===== src/logic/lfc_pkg.sv =====
`default_nettype none
package lfc_pkg;
    // register indices; byte address is four times the index
    localparam logic [7:0] LINE_STATE_IDX = 8'h40;
    localparam logic [7:0] XBIAS_IDX      = 8'h41;
    localparam logic [7:0] BATT_IDX       = 8'h42;
    localparam logic [7:0] AUTO_IDX       = 8'h43;
    localparam logic [7:0] STATUS_IDX     = 8'h44;
    localparam logic [7:0] LCDEB_IDX      = 8'h45;
    localparam int         ADDR_W         = 12;

    // reset values
    localparam logic [7:0] XBIAS_RST  = 8'h00;
    localparam logic [7:0] BATT_RST   = 8'h03;
    localparam logic [7:0] AUTO_RST   = 8'h00;
    localparam logic [7:0] LCDEB_RST  = 8'h0a;
    localparam logic [6:0] RTDEB_TICK = 7'h0a;

    // writable bits of each register; reserved bits read as zero once written, but BATT_RST sets bit 1
    localparam logic [7:0] XBIAS_MASK = 8'h7f;
    localparam logic [7:0] BATT_MASK  = 8'h19;
    localparam logic [7:0] AUTO_MASK  = 8'h77;
    localparam logic [7:0] LCDEB_MASK = 8'h7f;

    // field positions
    localparam int AUDIO_MUTE_B  = 6;
    localparam int CAP_BYPASS_B  = 5;
    localparam int BIAS_EN_B     = 4;
    localparam int BIAS_ON_LSB   = 2;
    localparam int BIAS_OFF_LSB  = 0;
    localparam int OVH_RANGE_B   = 4;
    localparam int BATT_HIGH_B   = 3;
    localparam int TRACK_B       = 0;
    localparam int COMMON_MAN_B  = 6;
    localparam int DIFF_MAN_B    = 5;
    localparam int SPEEDUP_B     = 4;
    localparam int AUTO_RT_B     = 2;
    localparam int AUTO_LC_B     = 1;
    localparam int AUTO_OPEN_B   = 0;
    localparam int STAT_RAW_B    = 2;
    localparam int STAT_RT_B     = 1;
    localparam int STAT_LC_B     = 0;
    localparam int SHADOW_LSB    = 4;

    // debounce tick: 1.25 ms at a 4 ns clock
    localparam int CLK_PERIOD_NS = 4;
    localparam int TICK_NS       = 1250000;
    localparam int TICK_CYCLES   = TICK_NS / CLK_PERIOD_NS;

    localparam logic [1:0] RESP_OKAY   = 2'b00;
    localparam logic [1:0] RESP_SLVERR = 2'b10;

    typedef enum logic [2:0] {
        LS_OPEN     = 3'b000,
        LS_FWD_ACT  = 3'b001,
        LS_FWD_OHT  = 3'b010,
        LS_TIP_OPEN = 3'b011,
        LS_RINGING  = 3'b100,
        LS_REV_ACT  = 3'b101,
        LS_REV_OHT  = 3'b110,
        LS_RING_OPN = 3'b111
    } lfc_state_t;

    // control bundle driven to the analog feed circuits
    typedef struct packed {
        logic       audio_mute;
        logic       cap_bypass;
        logic       bias_enable;
        logic [1:0] bias_level;
        logic       overhead_range_sel;
        logic       battery_force_high;
        logic       track_ring;
        logic       common_manual;
        logic       differential_manual;
        logic       speedup_enable;
        logic [2:0] line_state_shadow;
    } lfc_ctrl_t;

    function automatic logic [7:0] lfc_index(input logic [ADDR_W-1:0] a);
        return a[9:2];
    endfunction
endpackage
`default_nettype wire


===== src/logic/lfc_regs.sv =====
// What this block does
// squelch bit mutes both audio sense inputs
// bit 5 bypasses both filter capacitors
// bit 4 enables external transistor bias
// bits 3:2 pick on-hook bias current
// bits 1:0 pick off-hook bias current
// bit 4 selects overhead voltage range
// bit 3 forces battery to high setting
// bit 0 makes battery track ring leg
// bit 6 makes common mode manual
// bit 5 makes differential control manual
// bit 4 enables automatic speed-up
// ring trip auto-enters forward active when enabled
// loop closure auto-enters forward active when enabled
// power alarm auto-opens line when enabled
// status bit 2 shows raw detector, inverted
// status bit 1 shows debounced ring trip
// status bit 0 shows debounced loop closure
// seven-bit debounce time in 1.25 ms steps
// auto changes act on line state shadow
// loop flag changes after steady programmed interval
`timescale 1ns/1ps
`default_nettype none
module lfc_regs #(
    parameter int TICK_LEN = lfc_pkg::TICK_CYCLES
) (
    // clock and reset
    input  wire  logic                       REF_CLK_I,
    input  wire  logic                       RSTN_I,
    // axi4-lite write address and data
    input  wire  logic                       S_AXI_AWVALID_I,
    output logic                             S_AXI_AWREADY_O,
    input  wire  logic [lfc_pkg::ADDR_W-1:0] S_AXI_AWADDR_I,
    input  wire  logic [2:0]                 S_AXI_AWPROT_I,
    input  wire  logic                       S_AXI_WVALID_I,
    output logic                             S_AXI_WREADY_O,
    input  wire  logic [31:0]                S_AXI_WDATA_I,
    input  wire  logic [3:0]                 S_AXI_WSTRB_I,
    // axi4-lite write response
    output logic                             S_AXI_BVALID_O,
    input  wire  logic                       S_AXI_BREADY_I,
    output logic [1:0]                       S_AXI_BRESP_O,
    // axi4-lite read
    input  wire  logic                       S_AXI_ARVALID_I,
    output logic                             S_AXI_ARREADY_O,
    input  wire  logic [lfc_pkg::ADDR_W-1:0] S_AXI_ARADDR_I,
    input  wire  logic [2:0]                 S_AXI_ARPROT_I,
    output logic                             S_AXI_RVALID_O,
    input  wire  logic                       S_AXI_RREADY_I,
    output logic [31:0]                      S_AXI_RDATA_O,
    output logic [1:0]                       S_AXI_RRESP_O,
    // line side
    input  wire  logic                       DETECT_HIT_I,
    input  wire  logic                       POWER_ALARM_I,
    output lfc_pkg::lfc_ctrl_t               CTRL_O
);
    import lfc_pkg::*;

    logic [7:0]  xbias_reg, xbias_next;
    logic [7:0]  batt_reg, batt_next;
    logic [7:0]  auto_reg, auto_next;
    logic [7:0]  lcdeb_reg, lcdeb_next;
    logic [2:0]  sel_reg, sel_next;
    lfc_state_t  shadow_reg, shadow_next;
    logic        aw_full_reg, aw_full_next;
    logic        w_full_reg, w_full_next;
    logic [7:0]  aw_idx_reg, aw_idx_next;
    logic [31:0] wdata_reg, wdata_next;
    logic [3:0]  wstrb_reg, wstrb_next;
    logic        bvalid_reg, bvalid_next;
    logic [1:0]  bresp_reg, bresp_next;
    logic        rvalid_reg, rvalid_next;
    logic [31:0] rdata_reg, rdata_next;
    logic [1:0]  rresp_reg, rresp_next;
    logic [18:0] tick_cnt_reg, tick_cnt_next;
    logic        tick;
    logic [1:0]  flag_reg, flag_next;
    logic [6:0]  dbc_reg [2];
    logic [6:0]  dbc_next [2];
    logic [1:0]  det_in;
    logic [6:0]  dbc_len [2];
    logic        wr_fire;
    logic        rt_rise, lc_rise;
    logic [7:0]  wr_idx;
    logic [31:0] wr_data;
    logic [3:0]  wr_strb;

    // ready while the holding slot is free and no response is pending
    assign S_AXI_AWREADY_O = !aw_full_reg && !bvalid_reg;
    assign S_AXI_WREADY_O  = !w_full_reg && !bvalid_reg;
    assign S_AXI_ARREADY_O = !rvalid_reg;
    assign S_AXI_BVALID_O  = bvalid_reg;
    assign S_AXI_BRESP_O   = bresp_reg;
    assign S_AXI_RVALID_O  = rvalid_reg;
    assign S_AXI_RDATA_O   = rdata_reg;
    assign S_AXI_RRESP_O   = rresp_reg;

    // address and data may come in either order; the write fires once both are held
    always_comb begin
        aw_full_next = aw_full_reg;
        w_full_next  = w_full_reg;
        aw_idx_next  = aw_idx_reg;
        wdata_next   = wdata_reg;
        wstrb_next   = wstrb_reg;
        bvalid_next  = bvalid_reg;
        bresp_next   = bresp_reg;
        if (S_AXI_AWVALID_I && S_AXI_AWREADY_O) begin
            aw_full_next = 1'b1;
            aw_idx_next  = lfc_index(S_AXI_AWADDR_I);
        end
        if (S_AXI_WVALID_I && S_AXI_WREADY_O) begin
            w_full_next = 1'b1;
            wdata_next  = S_AXI_WDATA_I;
            wstrb_next  = S_AXI_WSTRB_I;
        end
        wr_fire = aw_full_reg && w_full_reg;
        wr_idx  = aw_idx_reg;
        wr_data = wdata_reg;
        wr_strb = wstrb_reg;
        if (wr_fire) begin
            aw_full_next = 1'b0;
            w_full_next  = 1'b0;
            bvalid_next  = 1'b1;
            bresp_next   = (wr_idx >= LINE_STATE_IDX && wr_idx <= LCDEB_IDX)
                           ? RESP_OKAY : RESP_SLVERR;
        end
        if (bvalid_reg && S_AXI_BREADY_I) begin
            bvalid_next = 1'b0;
        end
    end

    // read data is captured at the address handshake, so status is a snapshot
    always_comb begin
        rvalid_next = rvalid_reg;
        rdata_next  = rdata_reg;
        rresp_next  = rresp_reg;
        if (rvalid_reg && S_AXI_RREADY_I) begin
            rvalid_next = 1'b0;
        end
        if (S_AXI_ARVALID_I && S_AXI_ARREADY_O) begin
            rvalid_next = 1'b1;
            rresp_next  = RESP_OKAY;
            rdata_next  = 32'h0000_0000;
            unique case (lfc_index(S_AXI_ARADDR_I))
                LINE_STATE_IDX: rdata_next[6:0] = {shadow_reg, 1'b0, sel_reg};
                XBIAS_IDX:      rdata_next[7:0] = xbias_reg;
                BATT_IDX:       rdata_next[7:0] = batt_reg;
                AUTO_IDX:       rdata_next[7:0] = auto_reg;
                STATUS_IDX: begin
                    rdata_next[STAT_RAW_B] = !DETECT_HIT_I;
                    rdata_next[STAT_RT_B]  = flag_reg[1];
                    rdata_next[STAT_LC_B]  = flag_reg[0];
                end
                LCDEB_IDX:      rdata_next[7:0] = lcdeb_reg;
                default:        rresp_next = RESP_SLVERR;
            endcase
        end
    end

    // software-written control bytes; only the low lane carries register bits
    always_comb begin
        xbias_next = xbias_reg;
        batt_next  = batt_reg;
        auto_next  = auto_reg;
        lcdeb_next = lcdeb_reg;
        sel_next   = sel_reg;
        if (wr_fire && wr_strb[0]) begin
            unique case (wr_idx)
                XBIAS_IDX: xbias_next = wr_data[7:0] & XBIAS_MASK;
                BATT_IDX:  batt_next  = wr_data[7:0] & BATT_MASK;
                AUTO_IDX:  auto_next  = wr_data[7:0] & AUTO_MASK;
                LCDEB_IDX: lcdeb_next = wr_data[7:0] & LCDEB_MASK;
                LINE_STATE_IDX: sel_next = wr_data[2:0];
                default: ;
            endcase
        end
    end

    // free-running 1.25 ms tick; the length is a parameter so simulation can shorten it
    always_comb begin
        tick          = (tick_cnt_reg == 19'(TICK_LEN - 1));
        tick_cnt_next = tick ? 19'h0_0000 : tick_cnt_reg + 19'h0_0001;
    end

    // the one detector means ring trip while ringing and loop closure otherwise
    assign det_in[0]  = DETECT_HIT_I && (shadow_reg != LS_RINGING);
    assign det_in[1]  = DETECT_HIT_I && (shadow_reg == LS_RINGING);
    assign dbc_len[0] = lcdeb_reg[6:0];
    assign dbc_len[1] = RTDEB_TICK;

    // a flag follows its input only after the new level held for the whole interval;
    // any bounce restarts the count, so the interval is a minimum steady time
    // the first tick of a count is partial, so the change waits for the tick after it
    always_comb begin
        for (int i = 0; i < 2; i++) begin
            flag_next[i] = flag_reg[i];
            dbc_next[i]  = dbc_reg[i];
            if (det_in[i] == flag_reg[i]) begin
                dbc_next[i] = 7'h00;
            end else if (tick && dbc_reg[i] >= dbc_len[i]) begin
                flag_next[i] = det_in[i];
                dbc_next[i]  = 7'h00;
            end else if (tick) begin
                dbc_next[i] = dbc_reg[i] + 7'h01;
            end
        end
    end

    // alarm wins over the off-hook entries, a software write loses to all of them
    always_comb begin
        rt_rise     = flag_next[1] && !flag_reg[1];
        lc_rise     = flag_next[0] && !flag_reg[0];
        shadow_next = shadow_reg;
        if (wr_fire && wr_strb[0] && wr_idx == LINE_STATE_IDX) begin
            shadow_next = lfc_state_t'(wr_data[2:0]);
        end
        if (rt_rise && auto_reg[AUTO_RT_B]) begin
            shadow_next = LS_FWD_ACT;
        end
        if (lc_rise && auto_reg[AUTO_LC_B]) begin
            shadow_next = LS_FWD_ACT;
        end
        if (POWER_ALARM_I && auto_reg[AUTO_OPEN_B]) begin
            shadow_next = LS_OPEN;
        end
    end

    // state registers
    always_ff @(posedge REF_CLK_I or negedge RSTN_I) begin
        if (!RSTN_I) begin
            xbias_reg    <= XBIAS_RST;
            batt_reg     <= BATT_RST;
            auto_reg     <= AUTO_RST;
            lcdeb_reg    <= LCDEB_RST;
            sel_reg      <= 3'h0;
            shadow_reg   <= LS_OPEN;
            aw_full_reg  <= 1'b0;
            w_full_reg   <= 1'b0;
            aw_idx_reg   <= 8'h00;
            wdata_reg    <= 32'h0000_0000;
            wstrb_reg    <= 4'h0;
            bvalid_reg   <= 1'b0;
            bresp_reg    <= 2'h0;
            rvalid_reg   <= 1'b0;
            rdata_reg    <= 32'h0000_0000;
            rresp_reg    <= 2'h0;
            tick_cnt_reg <= 19'h0_0000;
            flag_reg     <= 2'h0;
            dbc_reg[0]   <= 7'h00;
            dbc_reg[1]   <= 7'h00;
        end else begin
            xbias_reg    <= xbias_next;
            batt_reg     <= batt_next;
            auto_reg     <= auto_next;
            lcdeb_reg    <= lcdeb_next;
            sel_reg      <= sel_next;
            shadow_reg   <= shadow_next;
            aw_full_reg  <= aw_full_next;
            w_full_reg   <= w_full_next;
            aw_idx_reg   <= aw_idx_next;
            wdata_reg    <= wdata_next;
            wstrb_reg    <= wstrb_next;
            bvalid_reg   <= bvalid_next;
            bresp_reg    <= bresp_next;
            rvalid_reg   <= rvalid_next;
            rdata_reg    <= rdata_next;
            rresp_reg    <= rresp_next;
            tick_cnt_reg <= tick_cnt_next;
            flag_reg     <= flag_next;
            dbc_reg[0]   <= dbc_next[0];
            dbc_reg[1]   <= dbc_next[1];
        end
    end

    // control bundle; bias level follows the on-hook or off-hook field by line state
    always_comb begin
        CTRL_O.audio_mute          = xbias_reg[AUDIO_MUTE_B];
        CTRL_O.cap_bypass          = xbias_reg[CAP_BYPASS_B];
        CTRL_O.bias_enable         = xbias_reg[BIAS_EN_B];
        CTRL_O.overhead_range_sel  = batt_reg[OVH_RANGE_B];
        CTRL_O.battery_force_high  = batt_reg[BATT_HIGH_B];
        CTRL_O.track_ring          = batt_reg[TRACK_B];
        CTRL_O.common_manual       = auto_reg[COMMON_MAN_B];
        CTRL_O.differential_manual = auto_reg[DIFF_MAN_B];
        CTRL_O.speedup_enable      = auto_reg[SPEEDUP_B];
        CTRL_O.line_state_shadow   = shadow_reg;
        unique case (shadow_reg)
            LS_FWD_OHT, LS_REV_OHT:
                CTRL_O.bias_level = xbias_reg[BIAS_ON_LSB +: 2];
            LS_OPEN, LS_FWD_ACT, LS_TIP_OPEN, LS_RINGING, LS_REV_ACT, LS_RING_OPN:
                CTRL_O.bias_level = xbias_reg[BIAS_OFF_LSB +: 2];
        endcase
    end
endmodule
`default_nettype wire


===== config.mk =====
export PLATFORM = sky130hd
export DESIGN_NAME = lfc_regs
export DESIGN_NICKNAME = d
export VERILOG_FILES = /design/src/logic/lfc_pkg.sv /design/src/logic/lfc_regs.sv
export SDC_FILE = /design/constraint.sdc
export NUM_CORES = 1
export LEC_CHECK = 0
export BUFFER_PORTS_ARGS = -buffer_cell sky130_fd_sc_hd__buf_2
export CAP_MARGIN = 20
export CORE_UTILIZATION = 30
export DETAILED_ROUTE_END_ITERATION = 6
export HOLD_SLACK_MARGIN = 0.08
export SLEW_MARGIN = 20
export SYNTH_ARGS = -nofsm -noshare
export SYNTH_HDL_FRONTEND = slang
export SYNTH_SLANG_ARGS = --single-unit

===== constraint.sdc =====
create_clock -name REF_CLK_I -period 2.9 [get_ports REF_CLK_I]
set_input_delay 0.725 -clock REF_CLK_I [delete_from_list [all_inputs] [get_ports REF_CLK_I]]
set_output_delay 0.725 -clock REF_CLK_I [all_outputs]
set_load 0.02 [all_outputs]

**After elaboration in Yosys (flattened, before gate mapping)**

Cells that the tools add are included.

- Bits in latches: 0
- Output and inout port bits: 55
- ROM bits: 0
- Bits in writable memories: 0
- Bits in registers: 96
- Input port bits: 75
- Memories: 0

- Magnitude comparators: 4
- Eq/ne operators: 22
- $add $sub $neg: 3
- Reductions and logical operators: 43
- Shift operators: 0
- Bitwise logic cells: 0
- Multipliers: 0
- Mux-type cells: 28
- Div/mod/pow operators: 0

Operator list:

| operator | count |
|---|---|
| $eq 8x7->1 const B | 11 |
| $mux 7 | 6 |
| $logic_and 1x1->1 | 20 |
| $pmux 4 s5 | 1 |
| $add 19x1->19 const B | 1 |
| $eq 19x19->1 const B | 1 |
| $mux 19 | 1 |
| $pmux 3 s6 | 1 |
| $add 7x1->7 const B | 2 |
| $eq 3x3->1 const B | 4 |
| $mux 1 | 12 |
| $mux 3 | 4 |
| $reduce_or 6->1 | 2 |
| $reduce_and 2->1 | 5 |
| $ge 8x7->1 const B | 1 |
| $le 8x7->1 const B | 1 |
| $reduce_bool 2->1 | 4 |
| $ge 7x4->1 const B | 1 |
| $ge 7x7->1 | 1 |
| $logic_not 1->1 | 7 |
| $eq 3x2->1 const B | 2 |
| $reduce_bool 3->1 | 2 |
| $mux 2 | 2 |
| $pmux 2 s2 | 1 |
| 6 further kinds | 7 |

**Longest topological paths before layout**

Gate-level depths: netlist of run 1.

- Depth after elaboration: 9
- Mapped depth: 8
- Depth with buffers taken out: 7

**Worst setup path after synthesis of run 1**

No wires, ideal clock.

- Path kind: input to register
- Start: input port S_AXI_ARADDR_I[9] in the netlist's numbering
- End: register rdata_reg[5], in the netlist S_AXI_RDATA_O[5]
- Stages: 6
- Path slack: 0.759 ns
- Setup time: 0.083 ns
- Arrival time: 2.058 ns
- Buffers on the path: 1
- Path through: or4b_1 -> or3_1 -> clkbuf_1 -> nor4_1 -> a22oi_1 -> o21ai_0

- Longest elaborated chain between the ends: 2

RTL lines:

| what | line | source |
|---|---|---|
| start, declared | lfc_regs.sv:46 | `input wire logic [lfc_pkg::ADDR_W-1:0] S_AXI_ARADDR_I,` |
| $eq 8x7->1 | lfc_regs.sv:144 | `unique case (lfc_index(S_AXI_ARADDR_I))` |
| $pmux 4 s5 * | lfc_regs.sv:144 |  |
| end signal, assigned | lfc_regs.sv:266 | `rdata_reg <= rdata_next;` |
| end, declared | lfc_regs.sv:73 | `logic [31:0] rdata_reg, rdata_next;` |

Every way passes the cells marked *; elsewhere a longest branch is shown, timed or not.
A chain may end at the register's enable or synchronous reset.

**Worst setup path in the final report of run 1**

- Start: register aw_idx_reg[3]
- End: register xbias_reg[4]

- Longest elaborated chain between the ends: 2

RTL lines:

| what | line | source |
|---|---|---|
| start, declared | lfc_regs.sv:67 | `logic [7:0] aw_idx_reg, aw_idx_next;` |
| start signal, assigned | lfc_regs.sv:260 | `aw_idx_reg <= aw_idx_next;` |
| $eq 8x7->1 | lfc_regs.sv:168 | `unique case (wr_idx)` |
| $reduce_and 2->1 (no line) | - |  |
| end signal, assigned | lfc_regs.sv:252 | `xbias_reg <= xbias_next;` |
| end, declared | lfc_regs.sv:59 | `logic [7:0] xbias_reg, xbias_next;` |

No other way between the ends.

==> impl_summary.md, run 1 <==
Layout
The count of nets after finishing is 586. The utilization after layout is 35.0%. Compared with the post-synthesis result, the final layout area differs by 14.3%.

In the layout the commonest cells are dfrtp_1 (90), buf_2 (59), mux2_2 (41). The number of flip-flops under the largest register name is 19. The commonest non-fill, non-tap cell in the layout is dfrtp_1. The repair_antennas step left the layout with diodes totalling 0.

Cells with a size suffix above 1 make up 27.2% of the layout.

Logic synthesis
A synthesized cell averages 10.8 sq um. The sequential share of the synthesized area is 48.6%. In this run, synthesis produced a sequential element count of 94.

The number of warnings printed during yosys synthesis is 0. After synthesis, the share of flip-flops with an asynchronous set or reset is 100%. The synthesized netlist contains 52 unique library cells. In the synthesized netlist, the number of instances is 447. The synthesized netlist occupies a cell area of 4850 sq um. The number of enable-type register cells in the synthesized netlist is 0. The flip-flop cell with the highest count after synthesis is dfrtp_1.

Power
The part of the power in combinational logic is 19.0%. The power per unit of standard cell area is 650 nW/um^2. The static leakage is 2.51 nW. The switching power as a share of total power is 30.1%. The internal power component is 2.52 mW. The share of total power in the clock network is 33.1%. The maximum resistive drop on vdd is 0.000370 V.

In this run, flip-flops and latches consume 47.9% of the power. The net switching power is 1.08 mW. Total power for the finished layout comes to 3.60 mW.

Global routing
The initial antenna violation count was 0. The largest net degree at the start of global routing is 61. The first global-routing pass estimated 17.4 mm of wire. The via count of the first global-routing pass is 3,392.

The total global routing track utilization is 13.5%. The sum of overflow across all layers after global routing is 0.

Drt
In this run the remaining antenna-violating nets after routing total 0. The count of vias placed by the detailed router is 3,414. The first TritonRoute pass finished after 4 iterations.

After the first detailed-routing iteration, the DRC count stood at 141. The wire length per cell after detailed routing is 14.2 microns. The met3 layer wire length in the routed design is 361 microns. For this run, design rule violations remaining after detail routing come to 0. The total length of routed wires is 10.2 mm.

In this run the top signal layer used is met4. The wire length on met2 is 4.89 mm. The met1 routed wirelength after detailed routing is 4.92 mm. The routed via count divided by cell count is 4.74.

Timing
The worst-margin pin slew is 0.792 ns. The final-report setup violation count is 0. The final setup skew is 0.0105 ns. The number of endpoints with negative hold slack in the final report is 0. The post-route minimum period is 2.30 ns. For the final routed database, the setup TNS stands at 0 ns. Derived from the worst setup path, the maximum achievable clock frequency is 0.435 GHz. Setup repair after global routing left no endpoint under its margin. Measured against its own limit, the worst slew margin works out to 47.2%. The final cycle utilization of the critical path is 79.3%.

The max-slew violation total from the final report was 0.

Clock tree
Clock tree synthesis selected as its root buffer the cell clkbuf_16. The tree built by TritonCTS fans out to 94 sinks. The cts-stage hold buffer count is 0. The clock passes through at most 2 buffers. The post-cts gate resize count is 0. The number of levels in the clock H-tree is 3. Post-CTS timing repair inserted 0 buffers for setup. Clock latency on the worst-skew pair, taken at its later pin, is 0.34 ns. The total clock buffers created by CTS is 9. The clock tree from TritonCTS is done.

The clock-pin slew on the worst setup and hold paths is 0.07 ns.

Die
The floorplan step defined a die boundary enclosing 16,700 sq um. The width of the die is 129 microns. The I/O pin count is 130.

The initial utilization of the core area, before any placement, comes to 30.6%. The area of the placeable core is 15,800 sq um. The floorplan has 46 rows. The die is 129 microns tall.

Worst setup path
The endpoint identified for the worst register-to-register timing path is xbias_reg[4]. The slack of the worst reg-to-reg path is 0.60 ns. The required time at the worst-slack endpoint is 3.13 ns.

The data arrival time at the worst-slack endpoint is 2.53 ns. The startpoint kind of the worst setup timing path is a flip-flop. The maximum net fanout on the critical path is 7. The logic depth of the worst register-to-register path is 4.

The worst setup path is of the reg2reg kind. The startpoint identified for the worst register-to-register timing path is aw_idx_reg[3]. The worst setup path is captured at a flip-flop.

Placement
The half-perimeter wire length of the detailed placement result is 7.45 mm. At the end of routability-driven placement, the weighted congestion stood at 0.715. The count of buffers added on input and output ports is 60.

Outcome
The flow ran to the end, and the final reports show no timing, DRC or antenna violations.

Flow run
Max-cap violations in this run came to 0.

Hold path
The path category of the worst min-delay check is in2async.
[per-layer routing]
metal | vias up | track usage, %
met3 | 2 | 3.47
li1 | 1630 | -
met5 | - | 0
met4 | 0 | 4.15
met1 | 1696 | 17.9
met2 | 86 | 21.7
[cell usage after synthesis (4+ instances only)]
cell type | count | area share, %
buf_4 | 36 | 5.6
nor3_1 | 5 | 0.52
nor2b_1 | 6 | 0.77
xnor2_1 | 13 | 2.3
nor2_1 | 29 | 2.2
ha_1 | 11 | 2.8
nand4b_1 | 4 | 0.72
nand3_1 | 9 | 0.93
nand4_1 | 13 | 1.7
mux2_2 | 41 | 9.5
mux4_2 | 4 | 1.9
dfrtp_1 | 90 | 46
a21oi_1 | 16 | 1.7
clkbuf_1 | 12 | 0.93
a22oi_1 | 5 | 0.77
nand2_1 | 34 | 2.6
nand2b_1 | 5 | 0.65
dfstp_2 | 4 | 2.2
mux2i_1 | 7 | 1.4
and2_1 | 5 | 0.65
a31oi_1 | 6 | 0.77
a21o_1 | 5 | 0.77
o21ai_0 | 17 | 1.8
and3_1 | 6 | 0.77
inv_1 | 17 | 1.3
xor2_1 | 5 | 0.90
[per-stage QoR]
stage	std cells	setup WS, ns	area, sq um	hold WS [ns]
after floorplan	473	0.759	4940	0.429
after detailed placement	705	0.588	5240	0.471
final	720	0.600	5540	0.474
after global routing	720	0.449	5540	0.490
after CTS	720	0.583	5540	0.485
after global placement	705	0.582	5240	0.463
[worst max-delay path, cell delays in order (launching register included)]
cell	delay, ns
dfrtp_1	0.39
or4b_1	0.64
nor3_1	0.31
and3b_1	0.47
mux2_2	0.39
[how the worst max path moves through the flow]
stage                             to               from  slack [ns]  cells past startpoint
global placement         batt_reg[3]      aw_idx_reg[3]        0.58                      5
detailed placement  S_AXI_RDATA_O[5]  S_AXI_ARADDR_I[9]        0.59                      6
CTS                      batt_reg[4]      aw_idx_reg[3]        0.58                      5
global route             batt_reg[4]      aw_idx_reg[3]        0.45                      5
finish                  xbias_reg[4]      aw_idx_reg[3]        0.60                      4
floorplan           S_AXI_RDATA_O[5]  S_AXI_ARADDR_I[9]        0.76                      6
[power groups by stage]
stage	Sequential, mW	Clock [mW]	Combinational (mW)
finish	1.73	1.19	0.682
global route	1.76	1.28	0.750
CTS	1.73	1.22	0.694
detailed placement	1.75	0	0.689
global placement	1.74	0	0.671
floorplan	1.71	0	0.509
[logic make-up after synthesis]
kind of cell,synth area share [%]
buf+inv,8.13
simple gates,15.9
fa+ha+maj,2.84
xor+xnor,3.25
mux,12.8
other cells,0.0774
flops,48.6
compound gates,8.29
[layout make-up]
| class | instances | area (sq um) |
|---|---|---|
| Clock inverter | 5 | 60.1 |
| Multi-Input combinational cell | 311 | 2190 |
| Fill cell | 1611 | 10300 |
| Tap cell | 216 | 270 |
| Sequential cell | 94 | 2360 |
| Clock buffer | 10 | 239 |
| Inverter | 17 | 63.8 |
| Timing Repair Buffer | 67 | 355 |
(Power assumes the default switching activity.)
==> run 2, diff against run 1 <==
==> constraint.sdc (replaced) <==
create_clock -name REF_CLK_I -period 2.1 [get_ports REF_CLK_I]
set_input_delay 0.525 -clock REF_CLK_I [delete_from_list [all_inputs] [get_ports REF_CLK_I]]
set_output_delay 0.525 -clock REF_CLK_I [all_outputs]
set_load 0.02 [all_outputs]
==> run 2 against run 1 <==
Net effect:
- count of clock-buffer cells in the layout fell by 1
- clock power rose by 35%
- cell count rose by 2.9%
- register-to-register slack got worse by 0.51 ns
- non-clock buffer count rose by 22
- core utilization rose by 1.5 points
- highest routed layer unchanged
==> impl_summary.md, run 2 (synthesis gave the netlist of run 1 again) <==
Drt
After the first detailed-routing iteration, the DRC count stood at 163. The count of vias placed by the detailed router is 3,508. After detailed routing, the number of vias per cell comes to 4.73. The pre-antenna-repair detailed-routing pass consisted of 4 iterations. The DRC violation count after routing is 0. The total length of routed wires is 10.6 mm. The wire length per cell after detailed routing is 14.3 microns.

The antenna violation net count after detailed routing is 0.

Timing
The final-report setup violation count is 0. The max-slew violation total from the final report was 0. In the finished design, the share of the clock period the worst path needs comes to 95.8%. The number of endpoints with negative hold slack in the final report came to 0. The final setup skew is 0.00915 ns. The headroom to the max-slew limit is 55.0%.

The worst-margin pin slew is 0.674 ns. Timing would allow up to 0.497 GHz. The post-route minimum period is 2.01 ns. Setup slack on the critical path of the routed design comes to 0.0878 ns.

Layout
The fraction of final layout cells with drive strength greater than 1 is 30.9%. The synthesis-to-layout area growth is 19.1%. 0 antenna diodes ended up in the layout. In the layout the commonest cells are dfrtp_1 (90), buf_2 (59), mux2_2 (41). Counting the fill cells in the layout gives 1,577. After routing the design area is 5770 sq um. The commonest non-fill, non-tap cell in the layout is dfrtp_1. The register with the most flip-flops in the layout has 19 of them. The count of nets after finishing is 608.

The utilization after layout is 36.5%.

Power
The net switching power is 1.53 mW. The share of total power in the clock network is 32.0%. Of the total power, registers draw 47.5%. Per report_power, the combinational group accounts for 20.5% of the total. The static leakage is 2.65 nW. In this run switching power makes up 30.5% of total power. The internal power component is 3.50 mW. VDD sags by at most 0.000661 V. The overall power is 5.03 mW. The power per unit of standard cell area is 872 nW/um^2.

Die
The width of the die is 129 microns. The floorplan step defined a die boundary enclosing 16,700 sq um. The starting density of the core is 30.6%. The area of the placeable core is 15,800 sq um. The I/O pin count is 130. From bottom edge to top edge, the die measures 129 microns.

The number of rows created at floorplan is 46.

Global routing
The largest net degree at the start of global routing is 49. The initial antenna violation count came to 0. The via count of the first global-routing pass is 3,539. Across every metal layer, demand over resource in global routing totals 13.6%. The first global-routing pass estimated 17.5 mm of wire. The sum of overflow across all layers after global routing is 0.

Clock tree
The number of levels in the clock H-tree is 3. For this design, the sink count on the clock tree is 94. After clock tree synthesis, the clock-pin slew on the worst setup and hold paths is 0.07 ns. The largest buffer count on any clock path is 2. The clock tree from TritonCTS is done. The buffer cell driving the clock tree root is clkbuf_16.

In this run, post-CTS hold repair placed 0 buffers. The clock latency on the worst-skew pair is 0.34 ns. The total clock buffers created by CTS is 9.

Placement
Routability-driven placement finished with a final weighted congestion of 0.741. The worst setup timing slack at the placement stage is -0.0201 ns. The placed instances occupy a cell area of 5430 sq um. The half-perimeter wire length of the detailed placement result is 7.67 mm. The count of input and output buffers is 60.

Worst setup path
The category of the critical setup timing path is reg2reg. Data on the critical path arrives at its endpoint at 2.28 ns. Of all nets on the critical path, the largest fanout is 6.

STA classifies the critical path endpoint as a flip-flop. The slack of the worst reg-to-reg path is 0.09 ns. The required time at the worst-slack endpoint is 2.37 ns. The worst setup path is launched from a flip-flop.

Outcome
The run finished with clean final reports.

Flow run
The tool flagged a number of max-cap violations equal to 0.

Hold path
The path class of the tightest hold or removal check is in2async.
==> run 2: power groups by stage <==
stage | registers [mW] | logic, mW | clock network (mW)
2_1_floorplan | 2.36 | 0.704 | 0
3_3_place_gp | 2.40 | 0.984 | 0
3_5_place_dp | 2.42 | 1.01 | 0
4_1_cts | 2.39 | 1.01 | 1.65
5_1_grt | 2.44 | 1.13 | 1.72
6_report | 2.39 | 1.03 | 1.61
==> run 2: metrics by stage <==
stage | hold WS [ns] | TNS (ns) | cells
global placement | 0.463 | 0 | 724
CTS | 0.237 | 0 | 738
global route | 0.260 | -0.00190 | 741
finish | 0.223 | 0 | 741
detailed placement | 0.464 | -0.0299 | 724
floorplan | 0.229 | 0 | 473
==> run 2: path summary, 6_finish.rpt <==
kind / cells past startpoint / end / start
max: 7 / dbc_reg[10] / lcdeb_reg[1]
min: 1 / shadow_reg[2] / RSTN_I
max reg2reg: 7 / dbc_reg[10] / lcdeb_reg[1]
min reg2reg: 1 / S_AXI_RDATA_O[2] / S_AXI_RDATA_O[2]
max in group asynchronous: 2 / aw_idx_reg[6] / RSTN_I
min in group REF_CLK_I: 2 / S_AXI_BVALID_O / S_AXI_BREADY_I
==> run 2: area by class of cell <==
class                   count  area, sq um  share of cell area, %
repair buffers             89          578                   10.0
flip-flops and latches     94         2360                   40.8
clock inverters             5         60.1                   1.04
clock buffers               9          225                   3.90
well taps                 216          270                   4.68
inverters                  17         63.8                   1.11
multi-input cells         311         2220                   38.4
==> run 2: layer usage <==
layer / GRT usage (%) / routed length [microns] / up-vias
met1: 17.7 / 5060 / 1761
met5: 0 / 0 / -
li1: - / - / 1656
met3: 2.35 / 323 / 15
met2: 22.0 / 5010 / 76
met4: 6.16 / 208 / 0
==> run 2: critical path: stages (launching register included) <==
cell     delay, ns
dfstp_2       0.56
inv_1         0.06
ha_1          0.30
a311o_1       0.35
o21ai_2       0.21
buf_4         0.18
nand4_1       0.09
a31oi_1       0.18
==> run 2: repair_timing <==
item	4_1_cts	5_1_grt
setup buffers	0	2
pin swaps	0	2
setup endpoints to repair	1	15
gates resized for setup	1	9
cloned	0	1
==> run 3, diff against run 2 <==
--- a/config.mk
+++ b/config.mk
@@ -5,10 +5,11 @@
 export SDC_FILE = /design/constraint.sdc
 export NUM_CORES = 1
 export LEC_CHECK = 0
-export BUFFER_PORTS_ARGS = -buffer_cell sky130_fd_sc_hd__buf_2
 export CAP_MARGIN = 20
 export CORE_UTILIZATION = 30
+export CTS_BUF_LIST = sky130_fd_sc_hd__clkbuf_4 sky130_fd_sc_hd__clkbuf_8 sky130_fd_sc_hd__clkbuf_16
 export DETAILED_ROUTE_END_ITERATION = 6
+export DONT_BUFFER_PORTS = 1
 export HOLD_SLACK_MARGIN = 0.08
 export SLEW_MARGIN = 20
 export SYNTH_ARGS = -nofsm -noshare
==> run 3 against run 2 <==
Net effect:
- the flow now finishes with violations (hold timing)
- first-iteration DRC count is 44% higher
- power decreased by 1.4%
- die area stayed put
- register-to-register slack got worse by 0.02 ns
==> impl_summary.md, run 3 (synthesis gave the netlist of run 1 again) <==
Power
In this run, the combinational gates consume 18.4% of the power. Net switching is 29.6% of the power. IR analysis of the VDD net gives a maximum drop of 0.000594 V. The portion of total power attributed to sequential cells is 48.5%.

The clock network burns 33.1% of the power. The internal power component is 3.50 mW. Dividing total power by cell area gives a power density of 910 nW/um^2.

The net switching power is 1.47 mW. The static leakage is 2.39 nW.

Worst setup path
Walking the worst path, the cells encountered are inv_1 -> ha_1 -> a311o_1 -> o21ai_2 -> buf_4 -> nand4b_1 -> a31oi_1. The critical path is of the reg2reg type. The worst setup path is launched from a flip-flop. The data arrival time at the worst-slack endpoint is 2.29 ns.

The required time at the worst-slack endpoint is 2.36 ns. For flop-to-flop paths, the worst setup slack is 0.07 ns. On the worst path, the slowest cell contributes a delay of 0.54 ns. STA classifies the critical path endpoint as a flip-flop. Along the worst path, the maximum fanout reaches 12. The slowest stage of the critical path belongs to the cell dfstp_2.

Timing
Counting I/O delays and the setup requirement, the final critical path takes 2.03 ns. The max-slew violation total from the final report is 0. In the finished design, the share of the clock period the worst path needs comes to 96.6%.

Setup repair after global routing left no endpoint under its margin. The post-route worst setup slack is 0.0720 ns. The sum of negative setup slack is 0 ns.

The number of endpoints with negative hold slack in the final report is 90. The final-report setup violation count is 0. The fmax is 0.493 GHz.

The tightest hold path in the finished design has a slack of -0.126 ns. The final setup skew is 0.00880 ns.

Clock tree
CTS saw 94 sinks. Buffers added to address setup during post-CTS repair amount to 0. The clock tree from TritonCTS is done.

The H-tree was split into 3 levels. The longest clock path from root to sink contains 2 buffers. Clock-pin slew was measured on the worst setup and hold paths at 0.07 ns. The clock reaches the later pin of the worst-skew pair after 0.35 ns. In this run, CTS created clock tree buffers numbering 9. The buffer cell driving the clock tree root is clkbuf_16.

Drt
The initial DRC count is 235. Wires add up to 10.1 mm. For this run, design rule violations remaining after detail routing come to 0. The detailed router placed 3,294 vias in this run. The number of iterations in the first detailed-routing pass is 4.

The count of nets left with antenna violations once routing finished came out at 0. The wire length per cell after detailed routing is 14.8 microns. Using the TritonRoute via totals, the vias-per-cell ratio works out to 4.82.

Layout
In the final design database the tool counted 550 nets. The sequential standard cell area is 2360 sq um. The commonest non-fill, non-tap cell in the layout is dfrtp_1. The number of flip-flops under the largest register name is 19. Compared with the post-synthesis result, the final layout area differs by 12.6%. The repair_antennas step left the layout with diodes totalling 0. The area of combinational cells with multiple inputs is 2210 sq um. In the layout the commonest cells are dfrtp_1 (90), mux2_2 (41), nand2_1 (34). The post-route netlist has 22.2% of its cells at a drive strength greater than 1. The number of fill cells in the layout is 1,552. The utilization after layout is 34.5%.

Placement
Detailed placement ended at an HPWL of 7.32 mm. The worst setup timing slack at the placement stage is 0.00987 ns. The congestion estimate from routability-driven global placement came to 0.761. Input and output buffers added on the ports amount to 0.

Outcome
The checks that failed: hold timing. The run finished, with violations left.

Global routing
The via count of the first global-routing pass is 3,202. The sum of overflow across all layers after global routing is 0. The largest net degree at the start of global routing is 95.

The first global-routing pass estimated 16.7 mm of wire. Global routing used 13.2% of the available tracks across all layers. The initial antenna violation count was 0.

Die
In this run the vertical extent of the chip is 129 microns. The number of rows created at floorplan is 46. 130 I/O pins were placed. The die area is 16,700 sq um. For this configuration, the core starts out at a cell density of 30.6%. The width of the die is 129 microns. The floorplan step defined a core boundary enclosing 15,800 sq um.

Flow run
The total of max-cap violations is 0.

Hold path
The tightest min-delay check is of the in2async type.
run 3: changes by cell type in the layout (fill, tap and decap cells not counted):
cell,delta
buf_6,-1
nor4b_2,-1
buf_2,-59
nor4b_1,+1
buf_4,+4
clkbuf_4,+1
buf_12,-2
run 3: layout make-up:
cell class | instances | area share [%]
sequential | 94 | 43.2
inverter | 17 | 1.17
clock buffer | 10 | 4.27
clock inverter | 5 | 1.10
multi-input combinational | 311 | 40.5
tap | 216 | 4.95
timing repair buffer | 31 | 4.79
run 3: repair_timing:
| action | in CTS | in global routing |
|---|---|---|
| gates resized for setup | 1 | 5 |
| endpoints found under the hold margin | 94 | 94 |
| setup endpoints to repair | 4 | 11 |
| pin swaps | 0 | 1 |
run 3: power by group through the flow:
| stage | combinational, mW | clock [mW] | sequential [mW] |
|---|---|---|---|
| after floorplan | 0.704 | 0 | 2.36 |
| after global placement | 0.885 | 0 | 2.42 |
| after detailed placement | 0.912 | 0 | 2.44 |
| after CTS | 0.917 | 1.69 | 2.40 |
| after global routing | 0.992 | 1.76 | 2.45 |
| final | 0.914 | 1.65 | 2.41 |
run 3: per-stage QoR:
| stage | std cells | cell area [sq um] | power [mW] |
|---|---|---|---|
| 2_1_floorplan | 473 | 4940 | 3.07 |
| 3_3_place_gp | 669 | 5140 | 3.31 |
| 3_5_place_dp | 669 | 5140 | 3.35 |
| 4_1_cts | 684 | 5440 | 5.01 |
| 5_1_grt | 684 | 5460 | 5.19 |
| 6_report | 684 | 5460 | 4.97 |
run 3: final timing paths:
check	start	endpoint	cells past startpoint
max in group asynchronous	RSTN_I	batt_reg[0]	0
min in group REF_CLK_I	POWER_ALARM_I	shadow_reg[1]	1
worst max-delay path	lcdeb_reg[1]	dbc_reg[9]	7
worst min-delay path	RSTN_I	auto_reg[1]	0
worst max register to register	lcdeb_reg[1]	dbc_reg[9]	7
worst min register to register	tick_cnt_reg[18]	tick_cnt_reg[18]	1
run 3: critical path: cells and delay by family (launching register included):
family	cells	cell delay [ns]
AO/OA/AOI/OAI	3	0.72
adder cells (fa/ha/maj)	1	0.30
buffers and inverters	2	0.26
flip-flops	1	0.54
AND/OR/NAND/NOR	1	0.12
run 3: metal layers:
layer  track usage (%)  up-vias  part of all wire, %
met5                 0        -                    0
met2              20.6       96                   47
met1              16.9     1638                   45
li1                  -     1544                    -
met3              3.47       16                  5.9
met4              6.44        0                  2.2
